[src/gpio_port_b_pkg.sv]
// Constants shared by the general-purpose port with change detection.
`default_nettype none
package gpio_port_b_pkg;
  localparam int          DATA_W      = 32;
  localparam int          ADDR_W      = 12;
  localparam int          PORT_W      = 8;
  // Register indices; the byte address is four times the index.
  localparam logic [7:0]  IDX_PORT    = 8'h06;
  localparam logic [7:0]  IDX_DIR     = 8'h86;
  localparam logic [7:0]  IDX_OPTION  = 8'h81;
  localparam logic [7:0]  IDX_INTCTL  = 8'h0B;
  localparam logic [7:0]  IDX_BITSET  = 8'h20;
  localparam logic [7:0]  IDX_BITCLR  = 8'h21;
  localparam logic [7:0]  IDX_STATUS  = 8'h40;
  localparam logic [7:0]  IDX_MASK    = 8'h41;
  localparam logic [ADDR_W-1:0] ADDR_PORT   = {2'h0, IDX_PORT, 2'h0};
  localparam logic [ADDR_W-1:0] ADDR_DIR    = {2'h0, IDX_DIR, 2'h0};
  localparam logic [ADDR_W-1:0] ADDR_OPTION = {2'h0, IDX_OPTION, 2'h0};
  localparam logic [ADDR_W-1:0] ADDR_INTCTL = {2'h0, IDX_INTCTL, 2'h0};
  localparam logic [ADDR_W-1:0] ADDR_BITSET = {2'h0, IDX_BITSET, 2'h0};
  localparam logic [ADDR_W-1:0] ADDR_BITCLR = {2'h0, IDX_BITCLR, 2'h0};
  localparam logic [ADDR_W-1:0] ADDR_STATUS = {2'h0, IDX_STATUS, 2'h0};
  localparam logic [ADDR_W-1:0] ADDR_MASK   = {2'h0, IDX_MASK, 2'h0};
  // Field positions.
  localparam int          OPT_PULLUP_DIS_N = 7;
  localparam int          INTCTL_FLAG      = 0;
  localparam int          INTCTL_ENABLE    = 3;
  localparam int          STAT_CHANGE      = 0;
  localparam int          STAT_WAKE        = 1;
  localparam int          STAT_W           = 2;
  localparam int          WATCH_LO         = 4;
  localparam int          PROG_PIN         = 4;
  // Reset values.
  localparam logic [7:0]  RST_OPTION  = 8'hFF;
  localparam logic [7:0]  RST_DIR     = 8'hFF;
  localparam logic [7:0]  RST_LATCH   = 8'h00;
  localparam logic [7:0]  RST_INTCTL  = 8'h00;
  localparam logic [STAT_W-1:0] RST_STATUS = 2'h0;
  localparam logic [STAT_W-1:0] RST_MASK   = 2'h0;
endpackage : gpio_port_b_pkg
`default_nettype wire

[src/gpio_port_b.sv]
// Eight-pin bidirectional port with pull-ups, change detection and APB registers.
//
// Operation
// RULE1 - Direction bit one puts the pin driver in high impedance.
// RULE2 - Direction bit zero drives the pin from its output latch.
// RULE3 - An enabled alternate function controls the pin regardless of direction.
// RULE4 - Peripheral output enable acts only while that peripheral is selected.
// RULE5 - Port reads return pin levels; port writes load only the latches.
// RULE6 - Bit writes read pins, modify, then store the whole latch.
// RULE7 - Clearing option bit seven enables all eight weak pull-ups.
// RULE8 - A pin configured as output has its pull-up switched off.
// RULE9 - Pull-ups are disabled after power-on reset.
// RULE10 - Only upper four input pins take part in change detection.
// RULE11 - Watched pins compare against a reference captured on each port read.
// RULE12 - Per-pin mismatches OR together and set the pin change flag.
// RULE13 - A pin change can wake the device from sleep.
// RULE14 - A lasting mismatch keeps setting the flag; software reads port, then clears.
// RULE15 - A change coinciding with a port read may fail to set the flag.
// RULE16 - Low-voltage programming disables change detection and pull-up on its pin.
// RULE17 - Software should avoid polling the port while using change detection.
// RULE18 - Writes commit at cycle end; reads sample pins at cycle start.
// RULE19 - The flag requests an interrupt only while its enable bit is set.
`default_nettype none
module gpio_port_b
(
  // Clock and reset.
  input  wire logic                           core_clk,
  input  wire logic                           arst_n,
  // APB slave.
  input  wire logic                           psel,
  input  wire logic                           penable,
  input  wire logic                           pwrite,
  input  wire logic [gpio_port_b_pkg::ADDR_W-1:0] paddr,
  input  wire logic [gpio_port_b_pkg::DATA_W-1:0] pwdata,
  output logic      [gpio_port_b_pkg::DATA_W-1:0] prdata,
  output logic                                pready,
  output logic                                pslverr,
  // Pins.
  input  wire logic [gpio_port_b_pkg::PORT_W-1:0] pin_in,
  output logic      [gpio_port_b_pkg::PORT_W-1:0] pin_out,
  output logic      [gpio_port_b_pkg::PORT_W-1:0] pin_oe,
  output logic      [gpio_port_b_pkg::PORT_W-1:0] pullup_en,
  // Alternate peripheral functions.
  input  wire logic [gpio_port_b_pkg::PORT_W-1:0] periph_sel,
  input  wire logic [gpio_port_b_pkg::PORT_W-1:0] periph_oe,
  input  wire logic [gpio_port_b_pkg::PORT_W-1:0] periph_out,
  // Device mode.
  input  wire logic                           low_voltage_prog_enable,
  input  wire logic                           sleep_active,
  // Interrupts and wake-up.
  output logic                                cpu_int_req,
  output logic                                wake_req,
  output logic                                irq
);
  import gpio_port_b_pkg::*;

  // ************************************************************
  // Pin input synchroniser
  // ************************************************************
  logic [PORT_W-1:0] sync1;
  logic [PORT_W-1:0] sync2;
  logic [PORT_W-1:0] sync3;
  logic [PORT_W-1:0] pin_level;

  always_ff @(posedge core_clk or negedge arst_n)
  begin
    if (!arst_n)
    begin
      sync1 <= '0;
      sync2 <= '0;
      sync3 <= '0;
    end
    else
    begin
      sync1 <= pin_in;
      sync2 <= sync1;
      sync3 <= sync2;
    end
  end

  // A pin level is accepted only once two stages agree.
  generate
    for (genvar i = 0; i < PORT_W; i++)
    begin : g_level
      always_ff @(posedge core_clk or negedge arst_n)
      begin
        if (!arst_n)
          pin_level[i] <= 1'b0;
        else if (sync2[i] == sync3[i])
          pin_level[i] <= sync3[i];
      end
    end
  endgenerate

  // ************************************************************
  // Bus decode
  // ************************************************************
  logic setup_ph;
  logic access_ph;
  logic wr_take;
  logic rd_setup;
  logic addr_hit;
  logic wr_port;
  logic wr_bitset;
  logic wr_bitclr;
  logic wr_dir;
  logic wr_option;
  logic wr_intctl;
  logic wr_mask;
  logic rd_port;
  logic rd_status;

  assign setup_ph  = psel && !penable;
  assign access_ph = psel && penable;
  assign wr_take   = access_ph && pwrite;
  assign rd_setup  = setup_ph && !pwrite;
  assign addr_hit  = (paddr == ADDR_PORT) || (paddr == ADDR_DIR)
                  || (paddr == ADDR_OPTION) || (paddr == ADDR_INTCTL)
                  || (paddr == ADDR_BITSET) || (paddr == ADDR_BITCLR)
                  || (paddr == ADDR_STATUS) || (paddr == ADDR_MASK);
  assign wr_port   = wr_take && (paddr == ADDR_PORT);
  assign wr_bitset = wr_take && (paddr == ADDR_BITSET);
  assign wr_bitclr = wr_take && (paddr == ADDR_BITCLR);
  assign wr_dir    = wr_take && (paddr == ADDR_DIR);
  assign wr_option = wr_take && (paddr == ADDR_OPTION);
  assign wr_intctl = wr_take && (paddr == ADDR_INTCTL);
  assign wr_mask   = wr_take && (paddr == ADDR_MASK);
  assign rd_port   = rd_setup && (paddr == ADDR_PORT);
  assign rd_status = rd_setup && (paddr == ADDR_STATUS);

  // The slave never inserts wait states.
  assign pready  = 1'b1;
  assign pslverr = access_ph && !addr_hit;

  // ************************************************************
  // Port registers
  // ************************************************************
  logic [PORT_W-1:0] out_latch;
  logic [PORT_W-1:0] port_direction;
  logic [PORT_W-1:0] option_config;
  logic              pullup_disable_n;

  assign pullup_disable_n = option_config[OPT_PULLUP_DIS_N];

  // Latch writes take effect at the access edge, the end of the cycle.
  always_ff @(posedge core_clk or negedge arst_n)
  begin
    if (!arst_n)
      out_latch <= RST_LATCH;
    else if (wr_port)
      out_latch <= pwdata[PORT_W-1:0]; // RULE5 RULE18
    else if (wr_bitset)
      out_latch <= pin_level | pwdata[PORT_W-1:0]; // RULE6
    else if (wr_bitclr)
      out_latch <= pin_level & ~pwdata[PORT_W-1:0]; // RULE6
  end

  always_ff @(posedge core_clk or negedge arst_n)
  begin
    if (!arst_n)
      port_direction <= RST_DIR;
    else if (wr_dir)
      port_direction <= pwdata[PORT_W-1:0];
  end

  always_ff @(posedge core_clk or negedge arst_n)
  begin
    if (!arst_n)
      option_config <= RST_OPTION; // RULE9
    else if (wr_option)
      option_config <= pwdata[PORT_W-1:0];
  end

  // ************************************************************
  // Pin drivers and pull-ups
  // ************************************************************
  logic [PORT_W-1:0] prog_mask;

  assign prog_mask = low_voltage_prog_enable ? (PORT_W'(1) << PROG_PIN) : '0;

  generate
    for (genvar i = 0; i < PORT_W; i++)
    begin : g_pin
      always_comb
      begin
        if (periph_sel[i])
        begin
          pin_out[i] = periph_out[i]; // RULE3
          pin_oe[i]  = periph_oe[i]; // RULE4
        end
        else
        begin
          pin_out[i] = out_latch[i]; // RULE2
          pin_oe[i]  = !port_direction[i]; // RULE1 RULE2
        end
      end
      // Pull-up is on only for an input pin while the shared bit is clear.
      assign pullup_en[i] = !pullup_disable_n && port_direction[i]
                         && !periph_sel[i] && !prog_mask[i]; // RULE7 RULE8 RULE16
    end
  endgenerate

  // ************************************************************
  // Change detection
  // ************************************************************
  logic [PORT_W-1:0] change_ref;
  logic [3:0]        watch_en;
  logic [3:0]        pin_mismatch;
  logic              mismatch;

  // Any port read or write recaptures the reference and ends a mismatch.
  always_ff @(posedge core_clk or negedge arst_n)
  begin
    if (!arst_n)
      change_ref <= '0;
    else if (rd_port || wr_port || wr_bitset || wr_bitclr)
      change_ref <= pin_level; // RULE11 RULE14 RULE18
  end

  // A change landing on the capture edge is not absorbed; the reference takes the old level.
  assign watch_en     = port_direction[PORT_W-1:WATCH_LO]
                      & ~prog_mask[PORT_W-1:WATCH_LO]; // RULE10 RULE15 RULE16
  assign pin_mismatch = (pin_level[PORT_W-1:WATCH_LO]
                      ^ change_ref[PORT_W-1:WATCH_LO]) & watch_en; // RULE11
  assign mismatch     = |pin_mismatch; // RULE12

  // ************************************************************
  // Interrupt control
  // ************************************************************
  logic pin_change_flag;
  logic change_int_enable;
  logic flag_clear;

  // Writing zero to the flag clears it, but a live mismatch wins.
  assign flag_clear = wr_intctl && !pwdata[INTCTL_FLAG];

  always_ff @(posedge core_clk or negedge arst_n)
  begin
    if (!arst_n)
      pin_change_flag <= RST_INTCTL[INTCTL_FLAG];
    else
      pin_change_flag <= mismatch || (pin_change_flag && !flag_clear); // RULE12 RULE14
  end

  always_ff @(posedge core_clk or negedge arst_n)
  begin
    if (!arst_n)
      change_int_enable <= RST_INTCTL[INTCTL_ENABLE];
    else if (wr_intctl)
      change_int_enable <= pwdata[INTCTL_ENABLE];
  end

  assign cpu_int_req = pin_change_flag && change_int_enable; // RULE19
  assign wake_req    = sleep_active && pin_change_flag; // RULE13

  // ************************************************************
  // Event status and mask
  // ************************************************************
  logic [STAT_W-1:0] irq_status;
  logic [STAT_W-1:0] irq_mask;
  logic [STAT_W-1:0] status_event;
  logic [STAT_W-1:0] status_taken;
  logic              status_rd_pending;

  assign status_event[STAT_CHANGE] = mismatch;
  assign status_event[STAT_WAKE]   = wake_req;

  // Only bits already returned to software are cleared; new events win.
  always_ff @(posedge core_clk or negedge arst_n)
  begin
    if (!arst_n)
      status_rd_pending <= 1'b0;
    else
      status_rd_pending <= rd_status;
  end

  assign status_taken = (status_rd_pending && access_ph)
                      ? prdata[STAT_W-1:0] : '0;

  always_ff @(posedge core_clk or negedge arst_n)
  begin
    if (!arst_n)
      irq_status <= RST_STATUS;
    else
      irq_status <= (irq_status & ~status_taken) | status_event;
  end

  always_ff @(posedge core_clk or negedge arst_n)
  begin
    if (!arst_n)
      irq_mask <= RST_MASK;
    else if (wr_mask)
      irq_mask <= pwdata[STAT_W-1:0];
  end

  assign irq = |(irq_status & irq_mask);

  // ************************************************************
  // Read data
  // ************************************************************
  logic [DATA_W-1:0] next_prdata;

  always_comb
  begin
    next_prdata = '0;
    unique case (paddr)
      ADDR_PORT:   next_prdata[PORT_W-1:0] = pin_level; // RULE5 RULE18
      ADDR_DIR:    next_prdata[PORT_W-1:0] = port_direction;
      ADDR_OPTION: next_prdata[PORT_W-1:0] = option_config;
      ADDR_INTCTL:
      begin
        next_prdata[INTCTL_FLAG]   = pin_change_flag;
        next_prdata[INTCTL_ENABLE] = change_int_enable;
      end
      ADDR_BITSET: next_prdata[PORT_W-1:0] = out_latch;
      ADDR_BITCLR: next_prdata[PORT_W-1:0] = out_latch;
      ADDR_STATUS: next_prdata[STAT_W-1:0] = irq_status;
      ADDR_MASK:   next_prdata[STAT_W-1:0] = irq_mask;
      default:     next_prdata = '0;
    endcase
  end

  // Read data is sampled in the setup cycle, the start of the access.
  always_ff @(posedge core_clk or negedge arst_n)
  begin
    if (!arst_n)
      prdata <= '0;
    else if (rd_setup)
      prdata <= next_prdata;
  end
endmodule : gpio_port_b
`default_nettype wire

[config.mk]
export PLATFORM = sky130hd
export DESIGN_NAME = gpio_port_b
export DESIGN_NICKNAME = d
export VERILOG_FILES = /design/src/gpio_port_b_pkg.sv /design/src/gpio_port_b.sv
export SDC_FILE = /design/constraint.sdc
export NUM_CORES = 1
export LEC_CHECK = 0
export ABC_AREA = 1
export BUFFER_PORTS_ARGS = -buffer_cell sky130_fd_sc_hd__buf_2
export CAP_MARGIN = 40
export CORE_MARGIN = 2
export CORE_UTILIZATION = 53
export DETAILED_ROUTE_END_ITERATION = 6
export GPL_TIMING_DRIVEN = 0
export PLACE_DENSITY = 0.84
export SKIP_CTS_REPAIR_TIMING = 1
export SYNTH_ARGS = -nofsm -noshare
export SYNTH_HDL_FRONTEND = slang
export SYNTH_SLANG_ARGS = --single-unit
[constraint.sdc]
create_clock -name core_clk -period 2.3 [get_ports core_clk]
set_input_delay 0.345 -clock core_clk [delete_from_list [all_inputs] [get_ports core_clk]]
set_output_delay 0.345 -clock core_clk [all_outputs]
set_load 0.02 [all_outputs]
Yosys cells after proc, flatten, opt, wreduce, memory -nomap -nowiden
Cells that the tools add are included.

word-level totals
  register bits = 79
  bits of input ports = 83
  output and inout port bits = 61
  word-level logic and storage cells = 162

operators by class
  equal/unequal tests = 16
  multiplexer cells = 26
  bitwise gates (word level) = 11
  reduce and logical (&&, ||, !) cells = 88

operators with widths
  cell                  number
  $logic_and 1x1->1     43
  $logic_not 1->1       27
  $eq 12x10->1 const B  2
  $eq 12x8->1 const B   2
  $eq 12x9->1 const B   2
  $mux 8                3
  $mux 1                16
  $pmux 4 s4            1
  $eq 12x5->1 const B   1
  $eq 12x6->1 const B   1
  $logic_or 1x1->1      11
  $and 4x4->4           2
  $and 8x8->8           1
  $eq 1x1->1            8
  $not 8->8             1
  $or 8x8->8            1
  $pmux 1 s7            1
  $pmux 1 s6            1
  $mux 5                1
  $pmux 1 s5            1
  $and 2x2->2           2
  $not 1->4             1
  $pmux 1 s4            1
  $reduce_or 2->1       2
  other kinds (7)       9

Longest topological paths before layout
  word-level depth = 10
  mapped depth = 12

Least setup slack after synthesis
OpenSTA, ideal clock, no wires.

  kind = register to output
  from = register option_config[7]
  to = output port pullup_en[4] (netlist name)
  data arrival time = 1.250 ns
  required time = 1.955 ns
  path slack = 0.705 ns
  cell stages (with the launch flop) = 3
  path buffers = 1
  cells stage by stage = dfstp_2 -> clkbuf_1 -> nor4_1

on the way
  word-level cells in the longest chain between the ends = 4

RTL lines
  element                          RTL line            text
  from (decl)                      gpio_port_b.sv:140  logic [PORT_W-1:0] option_config;
  from (signal assigned)           gpio_port_b.sv:171  option_config <= pwdata[PORT_W-1:0];
  $logic_not 1->1                  gpio_port_b.sv:198  assign pullup_en[i] = !pullup_disable_n && port_direction[i]
  $logic_and 1x1->1                gpio_port_b.sv:198
  $logic_and 1x1->1 (2 in series)  gpio_port_b.sv:199  && !periph_sel[i] && !prog_mask[i];
  to (decl)                        gpio_port_b.sv:42   output logic [gpio_port_b_pkg::PORT_W-1:0] pullup_en,

Every way passes these cells.

Worst setup path after layout
  from = register option_config[7]
  to = output port pullup_en[5] (netlist name)

The elaborated chain is that of the path after synthesis.

==> qor.yml <==
fin_nets: 666
synth-warning-count: 0
clk_path_buf_depth: 2
endpoint_kind: "primary output"
crit_fanout: 9
ys_types: 31
grt_first_pass_wirelength_um: 14230
cts_inserted_buffers: 9
postSynthCellCount: 453
p_leak_nw: 2.361
syn_avg_cell_area_um2: 8.247
dieWidth_um: 87.96
wl_per_cell_um: 12.98
grt_usage: 0.2433
setup_viol: 0
pin_count: 144
irDropWorstVdd_mv: 0.4170
mostFrequentLayoutCell: "buf_2"
slew_viol_final: 0
area_growth_pct: 24.72
firstDrtPassIters: 5
n_antenna_cell: 0
start_kind: "flip-flop"
critPathTopFamily: "buffers and inverters"
cp.required_ps: 1960
synth-seq-cells: 75
synth_area_leaders: "dfrtp_1, dfstp_2, nand2_1, o21ai_0, nor2_1"
max_freq_ghz: 0.4724
routabilityCongestion: 0.9006
htree_levels: 3
clk_latency_ps: 350
setup_ws_ps: 183.1
drive_above_1_share: 0.3078
final_cell_mix: "buf_2, nand2_1, nor2_1"
dieArea_um2: 7737
routed_wl_um: 8879
final_core_util: 0.6858
crit_chain: "clkbuf_1, inv_1, nand2_1, nor2_1, buf_2"
cts_tree: "done"
place_ws_ps: 341.1
critical-path-max-stage-delay_ps: 520
rsz0062_at_grt: "false"
syn-cell-area_um2: 3736
final_hold_viol_count: 0
hpwl_um: 6607
cap_viol_max_count: 0
rows: 30
port_buffers: 94
path_clk_slew_ps: 90
die_h_um: 87.96
period_share: 0.9204
path_class: "reg2out"
yosysTopAreaCell: "dfrtp_1"
core-area_um2: 6794
arrival_ps: 1770
tns_ps: 0
tightest_slew_ps: 573.0
via_per_inst: 4.966
hold_class: "in2reg"
grt_overflow: 0
cts-root-buf: "clkbuf_8"
synth.top_cell.area_share: 0.3952
drtAntennaViolNets: 0
status: "completed"
clock-skew-final_ps: 9.820
finalCriticalPeriod_ps: 2117
antenna_found_initial: 0
grt_pass1_vias: 3114
fin_cells: 684
drc: 0
start_util: 0.5499
slew_headroom: 0.6180
whs_ps: 87.45
drt_iter0_markers: 185
vias: 3397
fill_cells: 552
grt_max_degree: 62
numPlacedInstances: 667
power_density_nw_per_um2: 590.5
clock-sinks: 75
crit_buf_inv: 3
cpMaxStageDelayCell: "dfstp_2"
synth-seq-area-share: 0.5077
-- logic make-up after synthesis --
group / synth area share
simple gates: 0.2565
buf+inv: 0.1122
flops: 0.5077
compound gates: 0.09176
fa+ha+maj: 0.02143
other cells: 0.002010
mux: 0.006028
xor+xnor: 0.002345
-- where the power goes --
group	switching [W]	leakage (nW)	internal, W	total, W
logic	0.000186	1.39	0.000125	0.000310
clock network	0.000530	0.0988	0.000519	0.00105
registers	0.0000300	0.875	0.00136	0.00139
-- cell type report --
| cell class | instances | area, um^2 | share of cell area |
|---|---|---|---|
| clock inverters | 7 | 82.58 | 0.01772 |
| well taps | 96 | 120.1 | 0.02578 |
| flip-flops and latches | 75 | 1897 | 0.4071 |
| clock buffers | 9 | 123.9 | 0.02658 |
| repair buffers | 96 | 510.5 | 0.1096 |
| plain buffers | 31 | 234.0 | 0.05021 |
| multi-input cells | 321 | 1506 | 0.3233 |
| inverters | 49 | 185.2 | 0.03974 |
-- path summary, 6_finish.rpt --
kind	to	depth (start not counted)	slack, ps	from
max	pullup_en[5]	5	180	option_config[7]
min	sync1[6]	1	90	pin_in[6]
max reg2reg	prdata[7]	5	830	option_config[7]
min reg2reg	sync2[6]	0	350	sync1[6]
max in group asynchronous	port_direction[3]	3	1310	arst_n
min in group asynchronous	irq_status[1]	2	400	arst_n
-- flip-flops by register name (all words and copies together) (netlist names) --
name               cells
status_rd_pending      1
sync3                  8
prdata                 8
change_ref             4
out_latch              8
sync2                  8
port_direction         8
change_int_enable      1
pin_change_flag        1
sync1                  8
irq_status             2
pin_level              8
irq_mask               2
option_config          8
-- metal layers --
layer | share of wire | up-vias | global-route usage
met2 | 0.49 | 153 | 0.4043
met1 | 0.41 | 1563 | 0.3059
met4 | 0.028 | 0 | 0.1343
li1 | - | 1657 | -
met3 | 0.072 | 24 | 0.03676
met5 | 0 | - | 0
-- metrics by stage --
| stage | cell area [um^2] | power (W) |
|---|---|---|
| after global placement | 4413 | 0.001710 |
| after CTS | 4649 | 0.002770 |
| final | 4659 | 0.002752 |
| after global routing | 4659 | 0.002869 |
| after floorplan | 3822 | 0.001589 |
| after detailed placement | 4443 | 0.001725 |
-- synth_stat cells (all sizes together) --
cell,count
o21ai,60
dfstp,16
nor3,9
a21boi,1
maj3,8
or2,2
xnor2,1
a22o,1
clkinv,1
nor4,1
buf,29
nand2,99
mux2,2
o31ai,1
a21oi,3
nand3,38
inv,48
clkbuf,2
nor2,70
conb,2
dfrtp,59
Power figures use the tool's default switching activity.
